--- config.mk ---
export PLATFORM = sky130hd
export DESIGN_NAME = image_chunk_appender
export DESIGN_NICKNAME = d
export VERILOG_FILES = /design/src/logic/chunk_pkg.sv /design/src/logic/event_count_unit.sv /design/src/logic/image_chunk_appender.sv
export SDC_FILE = /design/constraint.sdc
export NUM_CORES = 1
export LEC_CHECK = 0
export ABC_CLOCK_PERIOD_IN_PS = 8700
export BUFFER_PORTS_ARGS = -buffer_cell sky130_fd_sc_hd__buf_4
export CAP_MARGIN = 20
export CORE_ASPECT_RATIO = 1.75
export CORE_MARGIN = 10
export CORE_UTILIZATION = 45
export CTS_CLUSTER_DIAMETER = 40
export DETAILED_ROUTE_END_ITERATION = 8
export GPL_TIMING_DRIVEN = 0
export PLACE_DENSITY = 0.72
export SLEW_MARGIN = 20
export SYNTH_ARGS = -nofsm -noshare
export SYNTH_HDL_FRONTEND = slang
export SYNTH_HIERARCHICAL = 1
export SYNTH_SLANG_ARGS = --single-unit
--- constraint.sdc ---
create_clock -name clock_i -period 8.7 [get_ports clock_i]
set_input_delay 1.74 -clock clock_i [delete_from_list [all_inputs] [get_ports clock_i]]
set_output_delay 1.74 -clock clock_i [all_outputs]
set_load 0.005 [all_outputs]
--- src/logic/chunk_pkg.sv ---
package chunk_pkg;

   // ************************************************************
   // Register map and field layout
   // ************************************************************
   localparam int unsigned ADDR_W   = 8;
   localparam int unsigned DATA_W   = 32;
   localparam int unsigned CNT_W    = 32;
   localparam logic [7:0]  OFS_MODE = 8'h00;
   localparam logic [7:0]  OFS_SEL  = 8'h04;
   localparam logic [7:0]  OFS_EN   = 8'h08;
   localparam logic [7:0]  OFS_UNIT = 8'h0c;
   localparam logic [7:0]  OFS_EVT  = 8'h10;
   localparam logic [7:0]  OFS_RST  = 8'h14;
   localparam logic [7:0]  OFS_CMD  = 8'h18;
   localparam logic [7:0]  OFS_FRM  = 8'h1c;
   localparam logic [7:0]  OFS_TRG  = 8'h20;
   localparam logic [7:0]  OFS_ENV  = 8'h24;
   localparam int unsigned MODE_BIT = 0;
   localparam int unsigned KIND_BIT = 1;
   localparam int unsigned EN_BIT   = 0;
   localparam int unsigned CMD_BIT  = 0;
   localparam int unsigned N_CHUNK  = 6;

   // ************************************************************
   // Reset values and chunk slots
   // ************************************************************
   localparam logic [N_CHUNK-1:0] EN_RESET  = 6'h00;
   localparam logic [CNT_W-1:0]   CNT_ZERO  = 32'h0000_0000;
   localparam logic [CNT_W-1:0]   CNT_STEP  = 32'h0000_0001;
   localparam logic [2:0]         SLOT_EXT3 = 3'h3;
   localparam logic [2:0]         SLOT_FRM  = 3'h4;
   localparam logic [2:0]         SLOT_TRG  = 3'h5;
   localparam logic [2:0]         SLOT_NONE = 3'h7;

   // ************************************************************
   // Types
   // ************************************************************
   typedef enum logic [2:0] {
      CH_EXT  = 3'h0,
      CH_FRM  = 3'h1,
      CH_TRG  = 3'h2,
      CH_TS   = 3'h3,
      CH_LINE = 3'h4,
      CH_CRC  = 3'h5
   } chunk_sel_t;

   typedef enum logic [1:0] {
      RS_OFF  = 2'h0,
      RS_PIN1 = 2'h1,
      RS_PIN2 = 2'h2,
      RS_SOFT = 2'h3
   } reset_src_t;

   typedef enum logic [1:0] {
      EV_NONE  = 2'h0,
      EV_BEGIN = 2'h1,
      EV_TRIG  = 2'h2
   } event_src_t;

   typedef enum logic {
      KIND_IMAGE = 1'b0,
      KIND_CHUNK = 1'b1
   } content_kind_t;

   typedef struct packed {
      logic [15:0] x_offset;
      logic [15:0] y_offset;
      logic [15:0] width;
      logic [15:0] height;
      logic [31:0] pixel_format;
      logic [15:0] range_min;
      logic [15:0] range_max;
   } image_info_t;

endpackage : chunk_pkg

--- src/logic/event_count_unit.sv ---
`timescale 1ns/100ps
module event_count_unit
#(
   parameter int unsigned W = 32
)
(
   input  wire logic         clock_i,
   input  wire logic         reset_n_i,
   input  wire logic         count_i,
   input  wire logic         clear_i,
   output logic [W-1:0]      value_o
);

   // ************************************************************
   // Counter
   // ************************************************************
   // A clear in the same cycle as an event counts that event from zero.
   always_ff @(posedge clock_i or negedge reset_n_i)
   begin
      if (!reset_n_i)
         value_o <= '0;
      else if (clear_i && count_i)
         value_o <= W'(1);
      else if (clear_i)
         value_o <= '0;
      else if (count_i)
         value_o <= value_o + W'(1);
   end

endmodule : event_count_unit

--- src/logic/image_chunk_appender.sv ---
`timescale 1ns/100ps
module image_chunk_appender
(
   input  wire logic                          clock_i,
   input  wire logic                          reset_n_i,
   input  wire logic [chunk_pkg::ADDR_W-1:0]  paddr_i,
   input  wire logic                          psel_i,
   input  wire logic                          penable_i,
   input  wire logic                          pwrite_i,
   input  wire logic [chunk_pkg::DATA_W-1:0]  pwdata_i,
   output logic [chunk_pkg::DATA_W-1:0]       prdata_o,
   output logic                               pready_o,
   output logic                               pslverr_o,
   input  wire logic                          frame_begin_event_i,
   input  wire chunk_pkg::image_info_t        image_info_i,
   input  wire logic                          image_done_i,
   input  wire logic                          frame_trigger_event_i,
   input  wire logic                          input_pin_one_i,
   input  wire logic                          input_pin_two_i,
   output chunk_pkg::content_kind_t           transfer_content_kind_o,
   output logic                               chunk_valid_o,
   input  wire logic                          chunk_ready_i,
   output logic [chunk_pkg::DATA_W-1:0]       chunk_data_o,
   output logic                               chunk_last_o
);

   // ************************************************************
   // Declarations
   // ************************************************************
   typedef enum logic {
      ST_IDLE = 1'b0,
      ST_SEND = 1'b1
   } send_state_t;

   logic                           mode_r;
   logic [2:0]                     sel_r;
   logic [chunk_pkg::N_CHUNK-1:0]  en_r;
   logic                           unit_r;
   chunk_pkg::event_src_t          evt_frm_r;
   chunk_pkg::event_src_t          evt_trg_r;
   chunk_pkg::reset_src_t          rs_frm_r;
   chunk_pkg::reset_src_t          rs_trg_r;
   logic [2:0]                     sync1_r;
   logic [2:0]                     sync2_r;
   logic [2:0]                     sync3_r;
   logic [2:0]                     rise;
   logic                           wr;
   logic                           rd_setup;
   logic                           sw_clear;
   logic                           clr_frm;
   logic                           clr_trg;
   logic [chunk_pkg::CNT_W-1:0]    frm_value;
   logic [chunk_pkg::CNT_W-1:0]    trg_value;
   logic [chunk_pkg::CNT_W-1:0]    frm_snap_r;
   logic [chunk_pkg::CNT_W-1:0]    trg_snap_r;
   chunk_pkg::image_info_t         info_r;
   logic [2:0]                     plan_r;
   logic [2:0]                     plan_now;
   logic [2:0]                     slot_r;
   logic [2:0]                     first;
   logic [2:0]                     after;
   send_state_t                    state_r;
   logic                           err_r;
   logic                           start;
   logic                           advance;

   // ************************************************************
   // Functions
   // ************************************************************
   function automatic logic slot_en(input logic [2:0] plan,
                                    input logic [2:0] j);
      logic r;
      r = 1'b0;
      if (j <= chunk_pkg::SLOT_EXT3)
         r = plan[0];
      else if (j == chunk_pkg::SLOT_FRM)
         r = plan[1];
      else if (j == chunk_pkg::SLOT_TRG)
         r = plan[2];
      return r;
   endfunction : slot_en

   // Smallest enabled slot at or above lo, or none.
   function automatic logic [2:0] first_slot(input logic [2:0] plan,
                                             input logic [2:0] lo);
      logic [2:0] r;
      r = chunk_pkg::SLOT_NONE;
      for (int j = 5; j >= 0; j--)
      begin
         if (3'(j) >= lo && slot_en(plan, 3'(j)))
            r = 3'(j);
      end
      return r;
   endfunction : first_slot

   function automatic logic [chunk_pkg::DATA_W-1:0] word_of(
      input logic [2:0] j, input chunk_pkg::image_info_t inf,
      input logic [31:0] frm, input logic [31:0] trg);
      logic [chunk_pkg::DATA_W-1:0] r;
      r = '0;
      unique case (j)
         3'h0: r = {inf.x_offset, inf.y_offset};
         3'h1: r = {inf.width, inf.height};
         3'h2: r = inf.pixel_format;
         3'h3: r = {inf.range_min, inf.range_max};
         3'h4: r = frm;
         3'h5: r = trg;
         default: r = '0;
      endcase
      return r;
   endfunction : word_of

   function automatic logic mapped(input logic [7:0] a);
      return a == chunk_pkg::OFS_MODE || a == chunk_pkg::OFS_SEL ||
             a == chunk_pkg::OFS_EN   || a == chunk_pkg::OFS_UNIT ||
             a == chunk_pkg::OFS_EVT  || a == chunk_pkg::OFS_RST ||
             a == chunk_pkg::OFS_CMD  || a == chunk_pkg::OFS_FRM ||
             a == chunk_pkg::OFS_TRG  || a == chunk_pkg::OFS_ENV;
   endfunction : mapped

   function automatic logic plan_en(input logic [2:0] s);
      logic [chunk_pkg::N_CHUNK-1:0] v;
      v = {en_r[5:1], mode_r};
      return v[s];
   endfunction : plan_en

   // ************************************************************
   // Register bus
   // ************************************************************
   assign wr       = psel_i && penable_i && pwrite_i && mapped(paddr_i);
   assign rd_setup = psel_i && !penable_i;
   assign pready_o = 1'b1;
   assign pslverr_o = err_r && psel_i && penable_i;

   always_ff @(posedge clock_i or negedge reset_n_i)
   begin
      if (!reset_n_i)
      begin
         prdata_o <= '0;
         err_r    <= 1'b0;
      end
      else if (rd_setup)
      begin
         err_r    <= !mapped(paddr_i);
         prdata_o <= '0;
         unique case (paddr_i)
            chunk_pkg::OFS_MODE:
            begin
               prdata_o[chunk_pkg::MODE_BIT] <= mode_r;
               prdata_o[chunk_pkg::KIND_BIT] <= transfer_content_kind_o;
            end
            chunk_pkg::OFS_SEL:  prdata_o[2:0] <= sel_r;
            chunk_pkg::OFS_EN:
            begin
               if (sel_r < 3'(chunk_pkg::N_CHUNK))
                  prdata_o[chunk_pkg::EN_BIT] <= plan_en(sel_r);
            end
            chunk_pkg::OFS_UNIT: prdata_o[0] <= unit_r;
            chunk_pkg::OFS_EVT:  prdata_o[1:0] <= unit_r ? evt_frm_r : evt_trg_r;
            chunk_pkg::OFS_RST:  prdata_o[1:0] <= unit_r ? rs_frm_r : rs_trg_r;
            chunk_pkg::OFS_FRM:  prdata_o <= frm_value;
            chunk_pkg::OFS_TRG:  prdata_o <= trg_value;
            chunk_pkg::OFS_ENV:
               prdata_o[chunk_pkg::N_CHUNK-1:0] <= {en_r[5:1], mode_r};
            default: prdata_o <= '0;
         endcase
      end
   end

   always_ff @(posedge clock_i or negedge reset_n_i)
   begin
      if (!reset_n_i)
         mode_r <= 1'b0;
      else if (wr && paddr_i == chunk_pkg::OFS_MODE)
         mode_r <= pwdata_i[chunk_pkg::MODE_BIT];
   end

   assign transfer_content_kind_o = mode_r ? chunk_pkg::KIND_CHUNK
                                           : chunk_pkg::KIND_IMAGE;

   always_ff @(posedge clock_i or negedge reset_n_i)
   begin
      if (!reset_n_i)
         sel_r <= 3'h0;
      else if (wr && paddr_i == chunk_pkg::OFS_SEL)
         sel_r <= pwdata_i[2:0];
   end

   // Bit 0 is never stored: the extended chunk follows the mode itself.
   always_ff @(posedge clock_i or negedge reset_n_i)
   begin
      if (!reset_n_i)
         en_r <= chunk_pkg::EN_RESET;
      else if (!mode_r || (wr && paddr_i == chunk_pkg::OFS_MODE &&
                           !pwdata_i[chunk_pkg::MODE_BIT]))
         en_r <= chunk_pkg::EN_RESET;
      else if (wr && paddr_i == chunk_pkg::OFS_EN && sel_r != 3'h0 &&
               sel_r < 3'(chunk_pkg::N_CHUNK))
         en_r[sel_r] <= pwdata_i[chunk_pkg::EN_BIT];
   end

   always_ff @(posedge clock_i or negedge reset_n_i)
   begin
      if (!reset_n_i)
      begin
         unit_r    <= 1'b0;
         evt_frm_r <= chunk_pkg::EV_BEGIN;
         evt_trg_r <= chunk_pkg::EV_TRIG;
         rs_frm_r  <= chunk_pkg::RS_OFF;
         rs_trg_r  <= chunk_pkg::RS_OFF;
      end
      else if (wr)
      begin
         if (paddr_i == chunk_pkg::OFS_UNIT)
            unit_r <= pwdata_i[0];
         if (paddr_i == chunk_pkg::OFS_EVT && unit_r)
            evt_frm_r <= chunk_pkg::event_src_t'(pwdata_i[1:0]);
         if (paddr_i == chunk_pkg::OFS_EVT && !unit_r)
            evt_trg_r <= chunk_pkg::event_src_t'(pwdata_i[1:0]);
         if (paddr_i == chunk_pkg::OFS_RST && unit_r)
            rs_frm_r <= chunk_pkg::reset_src_t'(pwdata_i[1:0]);
         if (paddr_i == chunk_pkg::OFS_RST && !unit_r)
            rs_trg_r <= chunk_pkg::reset_src_t'(pwdata_i[1:0]);
      end
   end

   // ************************************************************
   // Pin synchronisers and counter clears
   // ************************************************************
   always_ff @(posedge clock_i or negedge reset_n_i)
   begin
      if (!reset_n_i)
      begin
         sync1_r <= 3'h0;
         sync2_r <= 3'h0;
         sync3_r <= 3'h0;
      end
      else
      begin
         sync1_r <= {frame_trigger_event_i, input_pin_two_i,
                     input_pin_one_i};
         sync2_r <= sync1_r;
         sync3_r <= sync2_r;
      end
   end

   assign rise     = sync2_r & ~sync3_r;
   assign sw_clear = wr && paddr_i == chunk_pkg::OFS_CMD &&
                     pwdata_i[chunk_pkg::CMD_BIT];

   // A source of off never clears, so a reset stays impossible until set.
   assign clr_frm = (rs_frm_r == chunk_pkg::RS_PIN1 && rise[0]) ||
                    (rs_frm_r == chunk_pkg::RS_PIN2 && rise[1]) ||
                    (rs_frm_r == chunk_pkg::RS_SOFT && sw_clear &&
                     unit_r);
   assign clr_trg = (rs_trg_r == chunk_pkg::RS_PIN1 && rise[0]) ||
                    (rs_trg_r == chunk_pkg::RS_PIN2 && rise[1]) ||
                    (rs_trg_r == chunk_pkg::RS_SOFT && sw_clear &&
                     !unit_r);

   // ************************************************************
   // Counters
   // ************************************************************
   // Natural overflow of the full width gives the wrap to zero.
   event_count_unit #(.W(chunk_pkg::CNT_W)) frame_count_unit
   (
      .clock_i   (clock_i),
      .reset_n_i (reset_n_i),
      .count_i   (frame_begin_event_i),
      .clear_i   (clr_frm),
      .value_o   (frm_value)
   );

   // Starting from zero, the first trigger shows one.
   event_count_unit #(.W(chunk_pkg::CNT_W)) trigger_count_unit
   (
      .clock_i   (clock_i),
      .reset_n_i (reset_n_i),
      .count_i   (rise[2]),
      .clear_i   (clr_trg),
      .value_o   (trg_value)
   );

   // The stamp sees a clear from the same cycle, so it is never late.
   always_ff @(posedge clock_i or negedge reset_n_i)
   begin
      if (!reset_n_i)
      begin
         frm_snap_r <= chunk_pkg::CNT_ZERO;
         trg_snap_r <= chunk_pkg::CNT_ZERO;
         info_r     <= '0;
      end
      else if (frame_begin_event_i)
      begin
         frm_snap_r <= clr_frm ? chunk_pkg::CNT_ZERO : frm_value;
         trg_snap_r <= clr_trg ? chunk_pkg::CNT_ZERO : trg_value;
         info_r     <= image_info_i;
      end
   end

   // ************************************************************
   // Trailing chunk stream
   // ************************************************************
   // An image that ends while a trailer is still going out gets none;
   // its count value is then skipped, as buffering may do anyway.
   assign plan_now = {en_r[chunk_pkg::CH_TRG], en_r[chunk_pkg::CH_FRM],
                      mode_r};
   assign first    = first_slot(plan_now, 3'h0);
   assign start    = state_r == ST_IDLE && image_done_i &&
                     first != chunk_pkg::SLOT_NONE;
   assign advance  = state_r == ST_SEND && chunk_ready_i;
   assign after    = first_slot(plan_r, slot_r + 3'h1);

   always_ff @(posedge clock_i or negedge reset_n_i)
   begin
      if (!reset_n_i)
      begin
         state_r       <= ST_IDLE;
         plan_r        <= 3'h0;
         slot_r        <= chunk_pkg::SLOT_NONE;
         chunk_data_o  <= '0;
         chunk_last_o  <= 1'b0;
      end
      else if (start)
      begin
         state_r      <= ST_SEND;
         plan_r       <= plan_now;
         slot_r       <= first;
         chunk_data_o <= word_of(first, info_r, frm_snap_r, trg_snap_r);
         chunk_last_o <= first_slot(plan_now, first + 3'h1) ==
                         chunk_pkg::SLOT_NONE;
      end
      else if (advance && chunk_last_o)
      begin
         state_r      <= ST_IDLE;
         slot_r       <= chunk_pkg::SLOT_NONE;
         chunk_last_o <= 1'b0;
      end
      else if (advance)
      begin
         slot_r       <= after;
         chunk_data_o <= word_of(after, info_r, frm_snap_r, trg_snap_r);
         chunk_last_o <= first_slot(plan_r, after + 3'h1) ==
                         chunk_pkg::SLOT_NONE;
      end
   end

   assign chunk_valid_o = state_r == ST_SEND;
endmodule : image_chunk_appender

==> results of run 1 <==
## worst max-delay path, stage by stage, from the launching register on
cell      delay, ns
dfrtp_1        0.49
clkbuf_1       0.52
clkbuf_1       0.72
or3_1          0.24
inv_1          0.06
ha_1           0.21
ha_1           0.21
nor3b_1        0.65
o31ai_1        0.31
buf_2          0.30
buf_2          0.24
a21oi_1        0.19
a21oi_1        0.05
o21ai_0        0.10
## registers in the layout, indices dropped and copies added, names as in the netlist
register                    cells
chunk_data_o                   32
chunk_last_o                    1
chunk_valid_o                   1
en_r                            5
err_r                           1
evt_frm_r                       2
evt_trg_r                       2
frame_count_unit/value_o       32
frm_snap_r                     32
info_r                        128
mode_r                          1
plan_r                          3
prdata_o                       32
rs_frm_r                        2
rs_trg_r                        2
sel_r                           3
slot_r                          3
sync1_r                         3
sync2_r                         3
sync3_r                         3
trg_snap_r                     32
trigger_count_unit/value_o     32
unit_r                          1
## cells in the final DEF, fill, tap and decap left out, drive strengths merged, types with 44 or more instances in the layout
cell type  count
clkbuf       143
nand3         44
a22o          80
mux2         169
a21oi        108
nor2         105
o21ai         64
dfrtp        351
buf          256
a221oi        56
nand2        101
a222oi        45
## worst max path at each step
stage                        from                                        end  slack, ns  cells after the start
3_3_place_gp            reset_n_i                     info_r[91]$_DFFE_PN0P_       2.51                      1
6_report       mode_r$_DFFE_PN0P_               chunk_data_o[30]$_DFFE_PN0P_       4.31                     13
3_5_place_dp           paddr_i[3]  trigger_count_unit/value_o[6]$_DFFE_PN0P_       4.08                     10
2_1_floorplan          paddr_i[5]  trigger_count_unit/value_o[6]$_DFFE_PN0P_       4.75                      9
5_1_grt        mode_r$_DFFE_PN0P_               chunk_data_o[30]$_DFFE_PN0P_       4.13                     13
4_1_cts        mode_r$_DFFE_PN0P_               chunk_data_o[30]$_DFFE_PN0P_       4.39                     13
## routing by layer
metal  vias up  track usage, %  wire, um
met5         -               0         0
met4         0            16.7      4140
met3       189            4.29      4290
met2       722            45.7     32300
met1      7479            27.0     22300
li1       6745               -         -
## cells in the mapped netlist (15+ instances only)
cell type,n,area [um2]
dfrtp_1,351,8780
mux2_2,165,1860
a21oi_1,108,541
nor2_1,104,390
nand2_1,101,379
clkbuf_1,86,323
a22o_1,80,701
o21ai_0,59,295
a221oi_1,56,490
a222oi_1,45,450
nand3_1,44,220
or4_1,33,248
a21o_1,31,233
inv_1,27,101
o31ai_1,27,203
buf_2,25,125
mux2i_1,25,250
nand4_1,25,156
a22oi_1,24,180
ha_1,16,200
nor4_1,15,93.8
xnor2_1,15,131
## metrics by stage
stage / area (um2) / setup WS, ns / total power [mW] / utilization, % / std cells
2_1_floorplan: 17800 / 4.75 / 3.18 / - / 1628
3_5_place_dp: 20100 / 4.08 / 4.00 / 51.3 / 2337
3_3_place_gp: 20000 / 2.51 / 3.95 / 51.1 / 2334
4_1_cts: 21500 / 4.39 / 5.75 / 54.8 / 2412
6_report: 21500 / 4.31 / 5.77 / 54.8 / 2412
5_1_grt: 21500 / 4.13 / 6.00 / 54.8 / 2412
## logic make-up (layout without fill, tap and decap cells)
family,count (synthesis),after routing,synth area share (%)
other cells,1,1,0.0211
xor+xnor,23,23,1.13
fa+ha+maj,16,16,1.13
simple gates,418,418,12.6
buf+inv,153,447,3.57
flops,356,356,50.2
compound gates,466,466,19.1
mux,195,195,12.3
## report_power, final
part           switching (mW)  internal [mW]  total [mW]  leakage, nW
Sequential              0.240           1.87        2.11         4.35
Combinational            1.15          0.759        1.91         4.23
Clock                   0.738           1.02        1.76        0.660
## cell type report
cell class	count	area [um2]	share of cell area, %
well taps	490	613	2.86
plain buffers	125	529	2.47
inverters	28	105	0.490
multi-input cells	1119	8210	38.3
clock inverters	20	205	0.956
clock buffers	55	1170	5.46
repair buffers	219	1710	7.98
flip-flops and latches	356	8910	41.5
==> results.json, run 1 <==
{
  "drv_slew": 0,
  "rsz0062_at_grt": "no",
  "period_share_pct": 50.4,
  "whs_ns": 0.351,
  "dieArea_um2": 48100,
  "holdPathEnd": "sync2_r[2]$_DFF_PN0_",
  "clkLatencyLatePin_ns": 0.55,
  "cts_buffer_depth": 3,
  "rr_startpoint": "mode_r$_DFFE_PN0P_",
  "core_area_um2": 39200,
  "p_per_area_nw_per_um2": 269,
  "io_buffers": 216,
  "start_kind": "register",
  "diodes": 0,
  "ys.flop_type": "dfrtp_1",
  "drive_gt1_share_pct": 26.7,
  "required_ns": 9.16,
  "cts_hold_buf": 0,
  "whs_path_depth": 0,
  "hp-start": "sync1_r[2]$_DFF_PN0_",
  "fp.dieH_um": 283,
  "cts_tree": "built",
  "drt_pre_antenna_iters": 9,
  "drt_iter0_drc": 1614,
  "syn_inst": 1628,
  "htree_levels": 2,
  "routedWlPerCell_um": 26.1,
  "synth_fp_nets": 1823,
  "gp_congestion": 0.964,
  "fp.dieW_um": 170,
  "period_minus_slack_ns": 4.39,
  "r2r_slack_ns": 4.31,
  "worst_pin_slew_ns": 0.992,
  "cts-root-buf": "clkbuf_16",
  "synth_edf_count": 0,
  "grt_start_max_net_pins": 100,
  "vias_per_cell": 6.27,
  "start_util_pct": 45.4,
  "clkSlewWorstSetupHoldPaths_ns": 0.06,
  "status": "complete, no violations",
  "synth_cell_type_count": 73,
  "dp_hpwl_um": 48800,
  "async_flop_share_pct": 100,
  "hold_violations": 0,
  "avgSynthCellArea_um2": 10.9,
  "ctsResizeCount": 0,
  "numCtsBuffers": 41,
  "netlist_area_um2": 17800,
  "rows": 96,
  "finalSetupViolCount": 0,
  "io_pins": 248,
  "grt_antenna_before_repair": 0,
  "wl_um": 63000,
  "drc": 0,
  "ys_seq_elements": 356,
  "p_leak_nw": 9.24,
  "clock_skew_ns": 0.0152,
  "cts.sinks": 356,
  "yosysWarnings": 6,
  "worstPathArrival_ns": 4.85,
  "postCtsSetupRepairBufs": 0,
  "vias": 15100,
  "grt_pass1_vias": 15700,
  "synth_seq_area_share_pct": 50.2,
  "gr-total-overflow": 0,
  "crit_fanout": 10,
  "slew_headroom_pct": 33.9,
  "r2r_end": "chunk_data_o[30]$_DFFE_PN0P_",
  "fillers": 3424,
  "r2r_cells": 13,
  "track_usage_pct": 25.5,
  "fin_nets": 2085,
  "maxCapViolCount": 0,
  "tns_ns": 0,
  "area_delta_synth_final_pct": 20.8,
  "crit_type": "reg2reg",
  "hp-class": "reg2reg",
  "end_kind": "register",
  "ant_nets": 0,
  "fmax_mhz": 228,
  "grt_first_pass_wirelength_um": 94300,
  "irDropWorstVdd_mv": 0.148
}
(Power assumes the default switching activity.)
==> inputs of run 2 (changes only) <==
ABC_CLOCK_PERIOD_IN_PS = 3600   (was 8700)
PLACE_DENSITY = 0.75   (was 0.72)
clock period = 3.6 ns   (was 8.7 ns; I/O delays follow)
==> run 2 against run 1 <==
Net effect:
- via count about the same
- non-clock buffer count unchanged
- final cell count decreased by 0.29%
==> results.json, run 2 (same netlist as run 1, synthesis figures left out) <==
{
  "start_util_pct": 45.4,
  "grt.met3_usage_pct": 4.00,
  "fin_nets": 2082,
  "place_area_um2": 20100,
  "finalSetupViolCount": 0,
  "grt_first_pass_wirelength_um": 94500,
  "vias": 15100,
  "track_usage_pct": 25.4,
  "drive_gt1_share_pct": 28.1,
  "irDropWorstVdd_mv": 0.314,
  "period_minus_slack_ns": 3.45,
  "r2r_cells": 12,
  "dp_hpwl_um": 48100,
  "clkSlewWorstSetupHoldPaths_ns": 0.06,
  "layout_commonest_cell": "dfrtp_1",
  "end_kind": "register",
  "io_pins": 248,
  "r2r_slack_ns": 0.15,
  "hold_violations": 0,
  "drv_slew": 0,
  "gr-total-overflow": 0,
  "gp_congestion": 0.970,
  "post-place-ws_ns": -0.745,
  "ant_nets": 0,
  "maxCapViolCount": 0,
  "start_kind": "register",
  "wl_um": 62500,
  "slew_headroom_pct": 30.1,
  "fp.dieH_um": 283,
  "status": "complete, no violations",
  "seq_power_share_pct": 36.3,
  "power_frac_clock_pct": 29.6,
  "crit_type": "reg2reg",
  "layout_common_cells": "351 x dfrtp_1, 220 x buf_4, 165 x mux2_2",
  "grt_pass1_vias": 15600,
  "dieArea_um2": 48100,
  "p_per_area_nw_per_um2": 650,
  "grt_use_met1_pct": 27.6,
  "fillers": 3432,
  "tns_ns": 0,
  "hp-class": "in2async",
  "crit_fanout": 10,
  "worst_pin_slew_ns": 1.05,
  "cts_tree": "built",
  "whs_ns": 0.186,
  "cts-root-buf": "clkbuf_16",
  "drc": 0,
  "combinationalPowerShare_pct": 34.1,
  "rsz0062_at_grt": "no",
  "stdcell_area_um2": 21500,
  "largest_register_ffs": 128,
  "area_delta_synth_final_pct": 21.1,
  "worstPathArrival_ns": 3.87,
  "rr_startpoint": "slot_r[0]$_DFFE_PN1P_",
  "drt_iter0_drc": 1419,
  "switching_share_pct": 36.2,
  "cts_buffer_depth": 3,
  "diodes": 0,
  "r2r_end": "chunk_data_o[27]$_DFFE_PN0P_",
  "p_leak_nw": 9.30,
  "htree_levels": 2,
  "fp.dieW_um": 170,
  "numCtsBuffers": 38,
  "drt_pre_antenna_iters": 6,
  "cts.sinks": 356,
  "grt_use_met2_pct": 45.3,
  "clkLatencyLatePin_ns": 0.55,
  "p_int_mw": 8.92,
  "fmax_mhz": 290,
  "max_flop_register": "info_r",
  "period_share_pct": 95.7,
  "routedWlPerCell_um": 26.0,
  "rows": 96,
  "worst_slack_ns": 0.154,
  "p_switching_mw": 5.05,
  "core_area_um2": 39200,
  "io_buffers": 216,
  "grt_start_max_net_pins": 102,
  "clock_skew_ns": 0.0259,
  "vias_per_cell": 6.30,
  "grt_antenna_before_repair": 0,
  "grt.busiest_layer": "met2",
  "required_ns": 4.02
}
==> run 2: repair_timing <==
action                                  in CTS  in global routing
buffers inserted                             2                  0
endpoints found under the setup margin      32                 31
hold buffers                                 0                  0
resized for setup                           30                 13
cloned                                       0                  0
pin swaps                                    3                  2
==> run 2: critical path, stage by stage (launching register included) <==
cell      delay, ns
dfstp_2        0.63
ha_1           0.32
nor2_2         0.18
o211ai_4       0.10
and3_1         0.20
or3b_4         0.43
ha_2           0.23
clkbuf_4       0.22
buf_2          0.24
a22oi_1        0.31
mux2i_1        0.13
a221oi_1       0.22
o21ai_0        0.11
==> run 2: stage by stage <==
stage / util (%) / total power, mW / instances
3_3_place_gp: 51.1 / 9.55 / 2334
6_report: 54.9 / 14.0 / 2405
5_1_grt: 54.9 / 14.6 / 2405
2_1_floorplan: - / 7.69 / 1628
3_5_place_dp: 51.3 / 9.64 / 2337
4_1_cts: 54.8 / 13.9 / 2406
==> run 2: worst max-delay path by stage <==
| stage | startpoint | slack (ns) | endpoint |
|---|---|---|---|
| 2_1_floorplan | slot_r[1]$_DFFE_PN1P_ | 0.45 | chunk_data_o[24]$_DFFE_PN0P_ |
| 3_3_place_gp | reset_n_i | -1.54 | info_r[92]$_DFFE_PN0P_ |
| 3_5_place_dp | mode_r$_DFFE_PN0P_ | -0.74 | chunk_data_o[29]$_DFFE_PN0P_ |
| 4_1_cts | slot_r[1]$_DFFE_PN1P_ | 0.07 | chunk_data_o[21]$_DFFE_PN0P_ |
| 5_1_grt | mode_r$_DFFE_PN0P_ | 0.02 | chunk_data_o[29]$_DFFE_PN0P_ |
| 6_report | slot_r[0]$_DFFE_PN1P_ | 0.15 | chunk_data_o[27]$_DFFE_PN0P_ |
==> run 2: layer usage <==
metal	share of wire, %	wire length [um]	vias up
met5	0	0	-
met4	6.5	4070	0
met3	6.3	3920	188
met2	51	31800	648
met1	36	22600	7581
li1	-	-	6732
==> run 2: power by group through the flow <==
stage	clock (mW)	combinational (mW)	sequential [mW]
finish	4.13	4.77	5.07
global route	4.34	5.10	5.12
CTS	4.20	4.67	5.05
detailed placement	0	4.53	5.12
global placement	0	4.45	5.10
floorplan	0	2.79	4.90
==> run 2: cell type report <==
type	count	area, um2	area share [%]
sequential	356	8910	41.5
multi-input combinational	1119	8250	38.4
timing repair buffer	221	1730	8.03
clock buffer	49	1080	5.04
tap	490	613	2.85
buffer	123	574	2.67
clock inverter	19	230	1.07
inverter	28	105	0.489
